File: config.mk
export PLATFORM = sky130hd
export DESIGN_NAME = sflp_sector_protect
export DESIGN_NICKNAME = d
export VERILOG_FILES = /design/src/logic/sflp_range_check.v /design/src/logic/sflp_sector_protect.v
export VERILOG_INCLUDE_DIRS = /design/src /design/src/logic
export SDC_FILE = /design/constraint.sdc
export NUM_CORES = 1
export LEC_CHECK = 0
export BUFFER_PORTS_ARGS = -buffer_cell sky130_fd_sc_hd__buf_4
export CELL_PAD_IN_SITES_DETAIL_PLACEMENT = 1
export CELL_PAD_IN_SITES_GLOBAL_PLACEMENT = 2
export CORE_ASPECT_RATIO = 1.2
export CORE_UTILIZATION = 48
export DETAILED_ROUTE_END_ITERATION = 6
export PLACE_DENSITY_LB_ADDON = 0.1
export SLEW_MARGIN = 20
export SYNTH_ARGS = -nofsm -noshare
export SYNTH_HDL_FRONTEND = slang
export SYNTH_HIERARCHICAL = 1
export SYNTH_SLANG_ARGS = --single-unit
File: constraint.sdc
create_clock -name pclk -period 7.8 [get_ports pclk]
set_input_delay 0.78 -clock pclk [delete_from_list [all_inputs] [get_ports pclk]]
set_output_delay 0.78 -clock pclk [all_outputs]
set_load 0.005 [all_outputs]
File: src/logic/sflp_regs.vh
// Register map, field positions, reset values and timing counts of the sector protection block.
// Assumes a 32-bit APB bus with byte addresses and one aligned word per register.
`ifndef SFLP_REGS_VH
`define SFLP_REGS_VH

`define SFLP_A_STATUS 8'h00
`define SFLP_A_FLAG 8'h04
`define SFLP_A_LOCK_SEL 8'h08
`define SFLP_A_LOCK_DATA 8'h0c
`define SFLP_A_OP_ADDR 8'h10
`define SFLP_A_OP_CTRL 8'h14
`define SFLP_A_OP_STAT 8'h18

`define SFLP_ST_BP_LSB 0
`define SFLP_ST_BP_MSB 3
`define SFLP_ST_TB 4
`define SFLP_ST_SWD 7
`define SFLP_ST_RESET 8'h00

`define SFLP_FLAG_PROT 1

`define SFLP_LK_WL 0
`define SFLP_LK_LD 1
`define SFLP_LK_RESET 2'h0

`define SFLP_OC_WRITE_ENABLE_CMD 0
`define SFLP_OC_PROG 1
`define SFLP_OC_SERASE 2
`define SFLP_OC_SSERASE 3
`define SFLP_OC_SUSP 4
`define SFLP_OC_RESUME 5

`define SFLP_OS_BUSY 0
`define SFLP_OS_PSUSP 1
`define SFLP_OS_ESUSP 2
`define SFLP_OS_WEL 3
`define SFLP_OS_FAIL 4

`define SFLP_KIND_NONE 2'h0
`define SFLP_KIND_PROG 2'h1
`define SFLP_KIND_SERASE 2'h2
`define SFLP_KIND_SSERASE 2'h3

`define SFLP_SECTORS 256
`define SFLP_SEC_MSB 23
`define SFLP_SEC_LSB 16
`define SFLP_MODIFY_CYCLES 16'h0010
`define SFLP_CNT_ONE 16'h0001

`endif

File: src/logic/sflp_range_check.v
// Block-range decoder: tells whether one sector lies in the region set by the range code.
// Assumes the four-bit range code and select come straight from the status register.
`timescale 1ns/1ps
module sflp_range_check (
  input wire [3:0] range_code,
  input wire top_bottom_select,
  input wire [7:0] sector,
  output reg in_range
);
  reg [7:0] low_mask;
  always @* begin
    low_mask = 8'h00;
    in_range = 1'b0;
    if (range_code == 4'h0) begin
      in_range = 1'b0;
    end else if (range_code > 4'h8) begin
      in_range = 1'b1;
    end else begin
      // Ones below the boundary bit: 2^(n-1) sectors share the same upper bits.
      low_mask = (8'h01 << (range_code - 4'h1)) - 8'h01;
      if (top_bottom_select) begin
        in_range = ((sector & ~low_mask) == 8'h00);
      end else begin
        in_range = ((sector | low_mask) == 8'hff);
      end
    end
  end
endmodule // sflp_range_check

File: src/logic/sflp_sector_protect.v
// Sector protection controller: lock registers, range protection, status and operation gate.
// Assumes an APB master on pclk and an array controller that acts on modify_start.
//
// Added by the designer: the APB interface to the registers and the address map.
`timescale 1ns/1ps
`include "sflp_regs.vh"
module sflp_sector_protect (
  input wire pclk,
  input wire presetn,
  input wire psel,
  input wire penable,
  input wire pwrite,
  input wire [7:0] paddr,
  input wire [31:0] pwdata,
  output reg [31:0] prdata,
  output reg pready,
  output reg pslverr,
  input wire write_protect_n,
  output reg modify_start,
  output reg [1:0] modify_kind,
  output reg [23:0] modify_addr,
  output reg modify_busy
);
  reg [1:0] lock_q [0:`SFLP_SECTORS-1];
  reg [7:0] status_q;
  reg prot_flag_q;
  reg [7:0] lock_sel_q;
  reg [23:0] op_addr_q;
  reg write_enable_latch_q;
  reg prog_susp_q;
  reg erase_susp_q;
  reg fail_q;
  reg [15:0] cnt_q;
  reg [31:0] rd_data;
  reg addr_ok;
  integer i;

  wire acc_cycle = psel & penable & pready;
  wire acc_wr = acc_cycle & pwrite;
  wire hw_protect = status_q[`SFLP_ST_SWD] & ~write_protect_n;
  wire [7:0] op_sector = op_addr_q[`SFLP_SEC_MSB:`SFLP_SEC_LSB];
  wire [1:0] sel_lock = lock_q[lock_sel_q];
  wire [1:0] op_lock = lock_q[op_sector];
  wire range_hit;
  wire suspended = prog_susp_q | erase_susp_q;
  wire idle = ~modify_busy & ~suspended;

  sflp_range_check u_range (
    .range_code(status_q[`SFLP_ST_BP_MSB:`SFLP_ST_BP_LSB]),
    .top_bottom_select(status_q[`SFLP_ST_TB]),
    .sector(op_sector),
    .in_range(range_hit)
  );

  // Either mechanism alone is enough to protect the target sector.
  wire sector_protected = op_lock[`SFLP_LK_WL] | range_hit;

  wire wr_status = acc_wr & (paddr == `SFLP_A_STATUS) & write_enable_latch_q;
  wire status_refused = wr_status & hw_protect;
  wire wr_lock = acc_wr & (paddr == `SFLP_A_LOCK_DATA) & write_enable_latch_q;
  // Lock-down freezes the pair; a suspended program blocks locking altogether.
  wire lock_apply = wr_lock & ~sel_lock[`SFLP_LK_LD] & ~prog_susp_q;
  wire wr_ctrl = acc_wr & (paddr == `SFLP_A_OP_CTRL);
  wire op_req = wr_ctrl & (pwdata[`SFLP_OC_PROG] | pwdata[`SFLP_OC_SERASE] |
                           pwdata[`SFLP_OC_SSERASE]);
  wire op_take = op_req & write_enable_latch_q & idle;
  wire op_reject = op_take & sector_protected;
  wire op_start = op_take & ~sector_protected;
  wire prot_set = op_reject | status_refused;
  wire prot_clr = acc_wr & (paddr == `SFLP_A_FLAG) & pwdata[`SFLP_FLAG_PROT];

  always @* begin
    rd_data = 32'h00000000;
    addr_ok = 1'b1;
    case (paddr)
      `SFLP_A_STATUS: rd_data[7:0] = status_q;
      `SFLP_A_FLAG: rd_data[`SFLP_FLAG_PROT] = prot_flag_q;
      `SFLP_A_LOCK_SEL: rd_data[7:0] = lock_sel_q;
      `SFLP_A_LOCK_DATA: rd_data[1:0] = sel_lock;
      `SFLP_A_OP_ADDR: rd_data[23:0] = op_addr_q;
      `SFLP_A_OP_CTRL: rd_data = 32'h00000000;
      `SFLP_A_OP_STAT: begin
        rd_data[`SFLP_OS_BUSY] = modify_busy;
        rd_data[`SFLP_OS_PSUSP] = prog_susp_q;
        rd_data[`SFLP_OS_ESUSP] = erase_susp_q;
        rd_data[`SFLP_OS_WEL] = write_enable_latch_q;
        rd_data[`SFLP_OS_FAIL] = fail_q;
      end
      default: addr_ok = 1'b0;
    endcase
  end

  // Bus side: one wait state, so every answer comes from a flip-flop.
  always @(posedge pclk or negedge presetn) begin
    if (!presetn) begin
      pready <= 1'b0;
      prdata <= 32'h00000000;
      pslverr <= 1'b0;
    end else begin
      pready <= psel & penable & ~pready;
      if (psel & penable & ~pready) begin
        prdata <= pwrite ? 32'h00000000 : rd_data;
        pslverr <= ~addr_ok;
      end
    end
  end

  // Lock bits live only here and reset only with presetn.
  always @(posedge pclk or negedge presetn) begin
    if (!presetn) begin
      for (i = 0; i < `SFLP_SECTORS; i = i + 1) begin
        lock_q[i] <= `SFLP_LK_RESET;
      end
    end else if (lock_apply) begin
      // During an erase suspend the bits change at once; the running erase was
      // checked when it started and is not checked again on resume.
      lock_q[lock_sel_q] <= pwdata[1:0];
    end
  end

  always @(posedge pclk or negedge presetn) begin
    if (!presetn) begin
      status_q <= `SFLP_ST_RESET;
      prot_flag_q <= 1'b0;
      lock_sel_q <= 8'h00;
      op_addr_q <= 24'h000000;
      write_enable_latch_q <= 1'b0;
      prog_susp_q <= 1'b0;
      erase_susp_q <= 1'b0;
      fail_q <= 1'b0;
      cnt_q <= 16'h0000;
      modify_start <= 1'b0;
      modify_kind <= `SFLP_KIND_NONE;
      modify_addr <= 24'h000000;
      modify_busy <= 1'b0;
    end else begin
      modify_start <= 1'b0;
      // A violation in the same cycle as a clear keeps the flag set.
      prot_flag_q <= prot_set | (prot_flag_q & ~prot_clr);
      if (wr_status & ~hw_protect) begin
        status_q <= {pwdata[`SFLP_ST_SWD], 2'b00, pwdata[`SFLP_ST_TB:0]};
      end
      if (acc_wr & (paddr == `SFLP_A_LOCK_SEL)) begin
        lock_sel_q <= pwdata[7:0];
      end
      if (acc_wr & (paddr == `SFLP_A_OP_ADDR) & idle) begin
        op_addr_q <= pwdata[23:0];
      end
      // The latch is consumed by any status or lock write and by any operation taken while idle, even one that is refused.
      if (wr_status | wr_lock | op_take) begin
        write_enable_latch_q <= 1'b0;
      end else if (wr_ctrl & pwdata[`SFLP_OC_WRITE_ENABLE_CMD]) begin
        write_enable_latch_q <= 1'b1;
      end
      if (op_take) begin
        fail_q <= op_reject;
      end
      if (op_start) begin
        // Only an accepted operation reaches the array.
        modify_start <= 1'b1;
        modify_busy <= 1'b1;
        modify_addr <= op_addr_q;
        cnt_q <= `SFLP_MODIFY_CYCLES;
        if (pwdata[`SFLP_OC_PROG]) begin
          modify_kind <= `SFLP_KIND_PROG;
        end else if (pwdata[`SFLP_OC_SERASE]) begin
          modify_kind <= `SFLP_KIND_SERASE;
        end else begin
          modify_kind <= `SFLP_KIND_SSERASE;
        end
      end else if (modify_busy & ~suspended) begin
        if (wr_ctrl & pwdata[`SFLP_OC_SUSP]) begin
          if (modify_kind == `SFLP_KIND_PROG) begin
            prog_susp_q <= 1'b1;
          end else begin
            erase_susp_q <= 1'b1;
          end
        end else if (cnt_q == `SFLP_CNT_ONE) begin
          modify_busy <= 1'b0;
          modify_kind <= `SFLP_KIND_NONE;
          cnt_q <= 16'h0000;
        end else begin
          cnt_q <= cnt_q - `SFLP_CNT_ONE;
        end
      end else if (suspended & wr_ctrl & pwdata[`SFLP_OC_RESUME]) begin
        prog_susp_q <= 1'b0;
        erase_susp_q <= 1'b0;
      end
    end
  end
endmodule // sflp_sector_protect

==> key figures <==
Routing
  – DR WL/cell: 28.9 µm
  – Drt via density: 6.70
  – DRC viols: 0
  – Detailed-route via count: 23600
  – Post-DRT Antenna Nets: 0
  – Number of iterations in the first detailed-routing pass: 5
  – Final wirelength: 102000 µm
  – Initial drt markers: 1790

Clock tree
  – CTS Buf Count: 69
  – Post-CTS Setup Bufs: 0
  – Clock sinks: 625
  – Clk_lat worst skew: 0.62 ns
  – PostCTS Resize Cnt: 0
  – Clock Tree Buf Depth: 3
  – Hold-fix buffers at CTS: 0
  – Clock slew at reported path FFs: 0.07 ns
  – CTS tree: done
  – H-tree depth: 3
  – CTS root buf: clkbuf_16

Pwr
  – Static leakage: 0.0171 µW
  – Cell Pwr Density: 187 nW/µm²
  – Register share of total power: 0.479
  – Sw Share: 0.224
  – Clock Power Share: 0.498
  – Max VDD drop: 0.134 mV
  – Overall power: 6770 µW
  – Internal: 5260 µW
  – Net switching power: 1520 µW
  – Combinational power share: 0.022

Global route
  – Initial antenna violation count: 2
  – Largest net degree at the start of global routing: 257
  – First-pass GRT wire length: 159000 µm
  – Total track usage: 0.301
  – Total congestion overflow: 0
  – Vias in the first global route: 25700

Min path
  – Type of the most critical hold path: primary input to asynchronous set/reset pin

STA
  – Actual slew at the worst max-slew pin: 1.10 ns
  – Pins Over Slew Limit: 0
  – Clock skew: 0.0205 ns
  – Worst rel slew slack: 0.267
  – Final hold vios: 0
  – Final Setup Violations: 0
  – Setup ws final: 2.49 ns
  – Tmin final: 5.31 ns
  – RSZ-0062 raised after global routing: false
  – Final Cycle Share: 0.681
  – Total negative slack: 0 ns
  – Max frequency: 188 MHz

Yosys
  – Number of synthesized flops with an enable pin: 0
  – Avg Cell Area, Syn: 12.5 µm²
  – Top_reg_cell synth: dfrtp_1
  – Synth warn: 6
  – Sequential fraction of the synthesis area: 0.478
  – FFs w/ async S/R, synth: 1.00
  – Synth cell types: 83
  – Mapped Cells: 2616
  – Synthesized area: 32700 µm²
  – #FFs+latches synth: 625

Floorplan
  – Die Area: 69100 µm²
  – Horiz. Die Dim: 240 µm
  – Num rows: 104
  – Ports: 108
  – Die H: 288 µm
  – Initial core utilization: 0.486
  – Core area: 67300 µm²

Cells and area
  – Final Core Density: 0.538
  – # fillers: 6707
  – Layout cells sized above 1: 0.249
  – Ant diodes: 0
  – Synth-to-Final Area Change: 10.8%
  – Fin area: 36200 µm²
  – Final nets: 2622

Worst setup path
  – Crit path required time: 8.34 ns
  – Setup CP Type: flop to flop
  – CP Capture Type: flop
  – Critical Path Source Type: flop
  – CP Max Fanout: 187
  – CP arrival: 5.86 ns

Placement
  – Routability congestion estimate: 0.803
  – Placed cell areas: 33800 µm²
  – Pre-CTS setup slack: 2.53 ns
  – I/O Buffers: 91
  – Hpwl dp: 61400 µm

Flow run
  – Max cap viols: 0

Run status
  – Run status: complete, no violations
area by class of cell:
type | count | area [µm²] | area share
multi-input combinational | 1718 | 15800 | 0.437
tap | 901 | 1130 | 0.0311
clock buffer | 99 | 2030 | 0.0561
inverter | 13 | 48.8 | 0.00135
sequential | 625 | 15700 | 0.432
timing repair buffer | 146 | 1220 | 0.0338
clock inverter | 25 | 293 | 0.00809
critical path, cell delays in order (launching register included):
cell,delay (ns)
dfrtp_4,0.87
buf_4,0.66
buf_12,0.47
mux4_2,0.59
mux2_2,0.32
o221ai_4,0.36
nand3_1,0.30
o21ai_4,0.15
buf_12,0.31
buf_16,0.48
a41o_1,0.27
per-layer routing:
| metal | GRT usage | routed length, µm |
|---|---|---|
| met2 | 0.498 | 50100 |
| met1 | 0.409 | 43800 |
| met4 | 0.0976 | 2880 |
| met3 | 0.0413 | 5070 |
| met5 | 0 | 13 |
cells in the mapped netlist, types with 4 or more instances:
library cell / n / area, µm²
a21oi_1: 281 / 1410
o311ai_0: 4 / 35.0
nand2_1: 134 / 503
clkbuf_1: 129 / 484
buf_1: 16 / 60.1
buf_4: 32 / 240
a221oi_1: 7 / 61.3
mux2_2: 93 / 1050
a31o_2: 95 / 832
a222oi_1: 4 / 40.0
a22o_1: 30 / 263
nor4_1: 7 / 43.8
a41o_1: 161 / 1610
and2_1: 11 / 68.8
buf_6: 11 / 124
and3_1: 6 / 37.5
a31oi_1: 6 / 37.5
dfrtp_1: 625 / 15600
nand3b_1: 6 / 45.0
nand4_2: 7 / 87.6
mux2i_1: 66 / 661
or3_1: 4 / 25.0
inv_1: 13 / 48.8
o21ai_0: 23 / 115
nor2_1: 127 / 477
nand2b_1: 14 / 87.6
xnor2_1: 14 / 123
mux4_2: 176 / 3960
a22oi_1: 35 / 263
nor3_1: 27 / 135
nand3_1: 24 / 120
nor2b_1: 21 / 131
a211oi_1: 7 / 52.6
mux2_1: 236 / 2660
nand4_1: 8 / 50.1
buf_2: 78 / 390
a2111oi_0: 5 / 43.8
metrics by stage:
step	hold slack (ns)	instances
CTS	0.290	3524
detailed placement	0.450	3400
global placement	0.442	3400
floorplan	0.431	2623
global route	0.321	3527
finish	0.243	3527
final timing paths:
kind                                    start             to  slack [ns]  cells past startpoint
worst max-delay path            lock_sel_q[1]    lock_q[403]        2.49                     10
worst min-delay path                  presetn      cnt_q[12]        0.24                      1
worst max register to register  lock_sel_q[1]    lock_q[403]        2.49                     10
worst min register to register    lock_q[111]    lock_q[111]        0.46                      1
max in group asynchronous             presetn  op_addr_q[16]        5.79                      2
min in group pclk                  pwdata[21]  op_addr_q[21]        0.39                      3
sequential cells by signal, summed over array words and instances, names as in the netlist, 2 cells and up:
name and flops:
status_q 6, cnt_q 16, modify_addr 24, modify_kind 2
lock_sel_q 8, prdata 24, op_addr_q 24, lock_q 512
cell families (layout without fill, tap and decap cells):
| kind of cell | Yosys count | count (layout) | synth area share |
|---|---|---|---|
| and+or+nand+nor | 422 | 422 | 0.0629 |
| AOI/OAI and AO/OA | 699 | 699 | 0.157 |
| buffers and inverters | 280 | 283 | 0.0416 |
| DFF | 625 | 625 | 0.478 |
| adders and majority gates | 3 | 3 | 0.00115 |
| xor gates and xnor gates | 15 | 15 | 0.00402 |
| muxes | 571 | 571 | 0.255 |
| other | 1 | 8 | 0.000115 |
power by group through the flow:
| stage | Combinational, µW | Clock (µW) | Sequential [µW] |
|---|---|---|---|
| 2_1_floorplan | 47.0 | 0 | 3310 |
| 5_1_grt | 169 | 3560 | 3250 |
| 3_3_place_gp | 147 | 0 | 3310 |
| 4_1_cts | 153 | 3450 | 3250 |
| 6_report | 151 | 3380 | 3250 |
| 3_5_place_dp | 152 | 0 | 3310 |
cell usage in the layout, fill, tap and decap left out, types with 26 or more instances in the layout:
cell type / instances
nand2_1: 134
nor2_1: 126
mux2i_1: 66
buf_4: 136
a41o_1: 161
clkbuf_16: 70
a22o_1: 30
mux2_1: 236
a21oi_1: 281
mux4_2: 176
a22oi_1: 35
mux2_2: 93
dfrtp_1: 620
nor3_1: 26
a31o_2: 95
(Power assumes the default switching activity.)
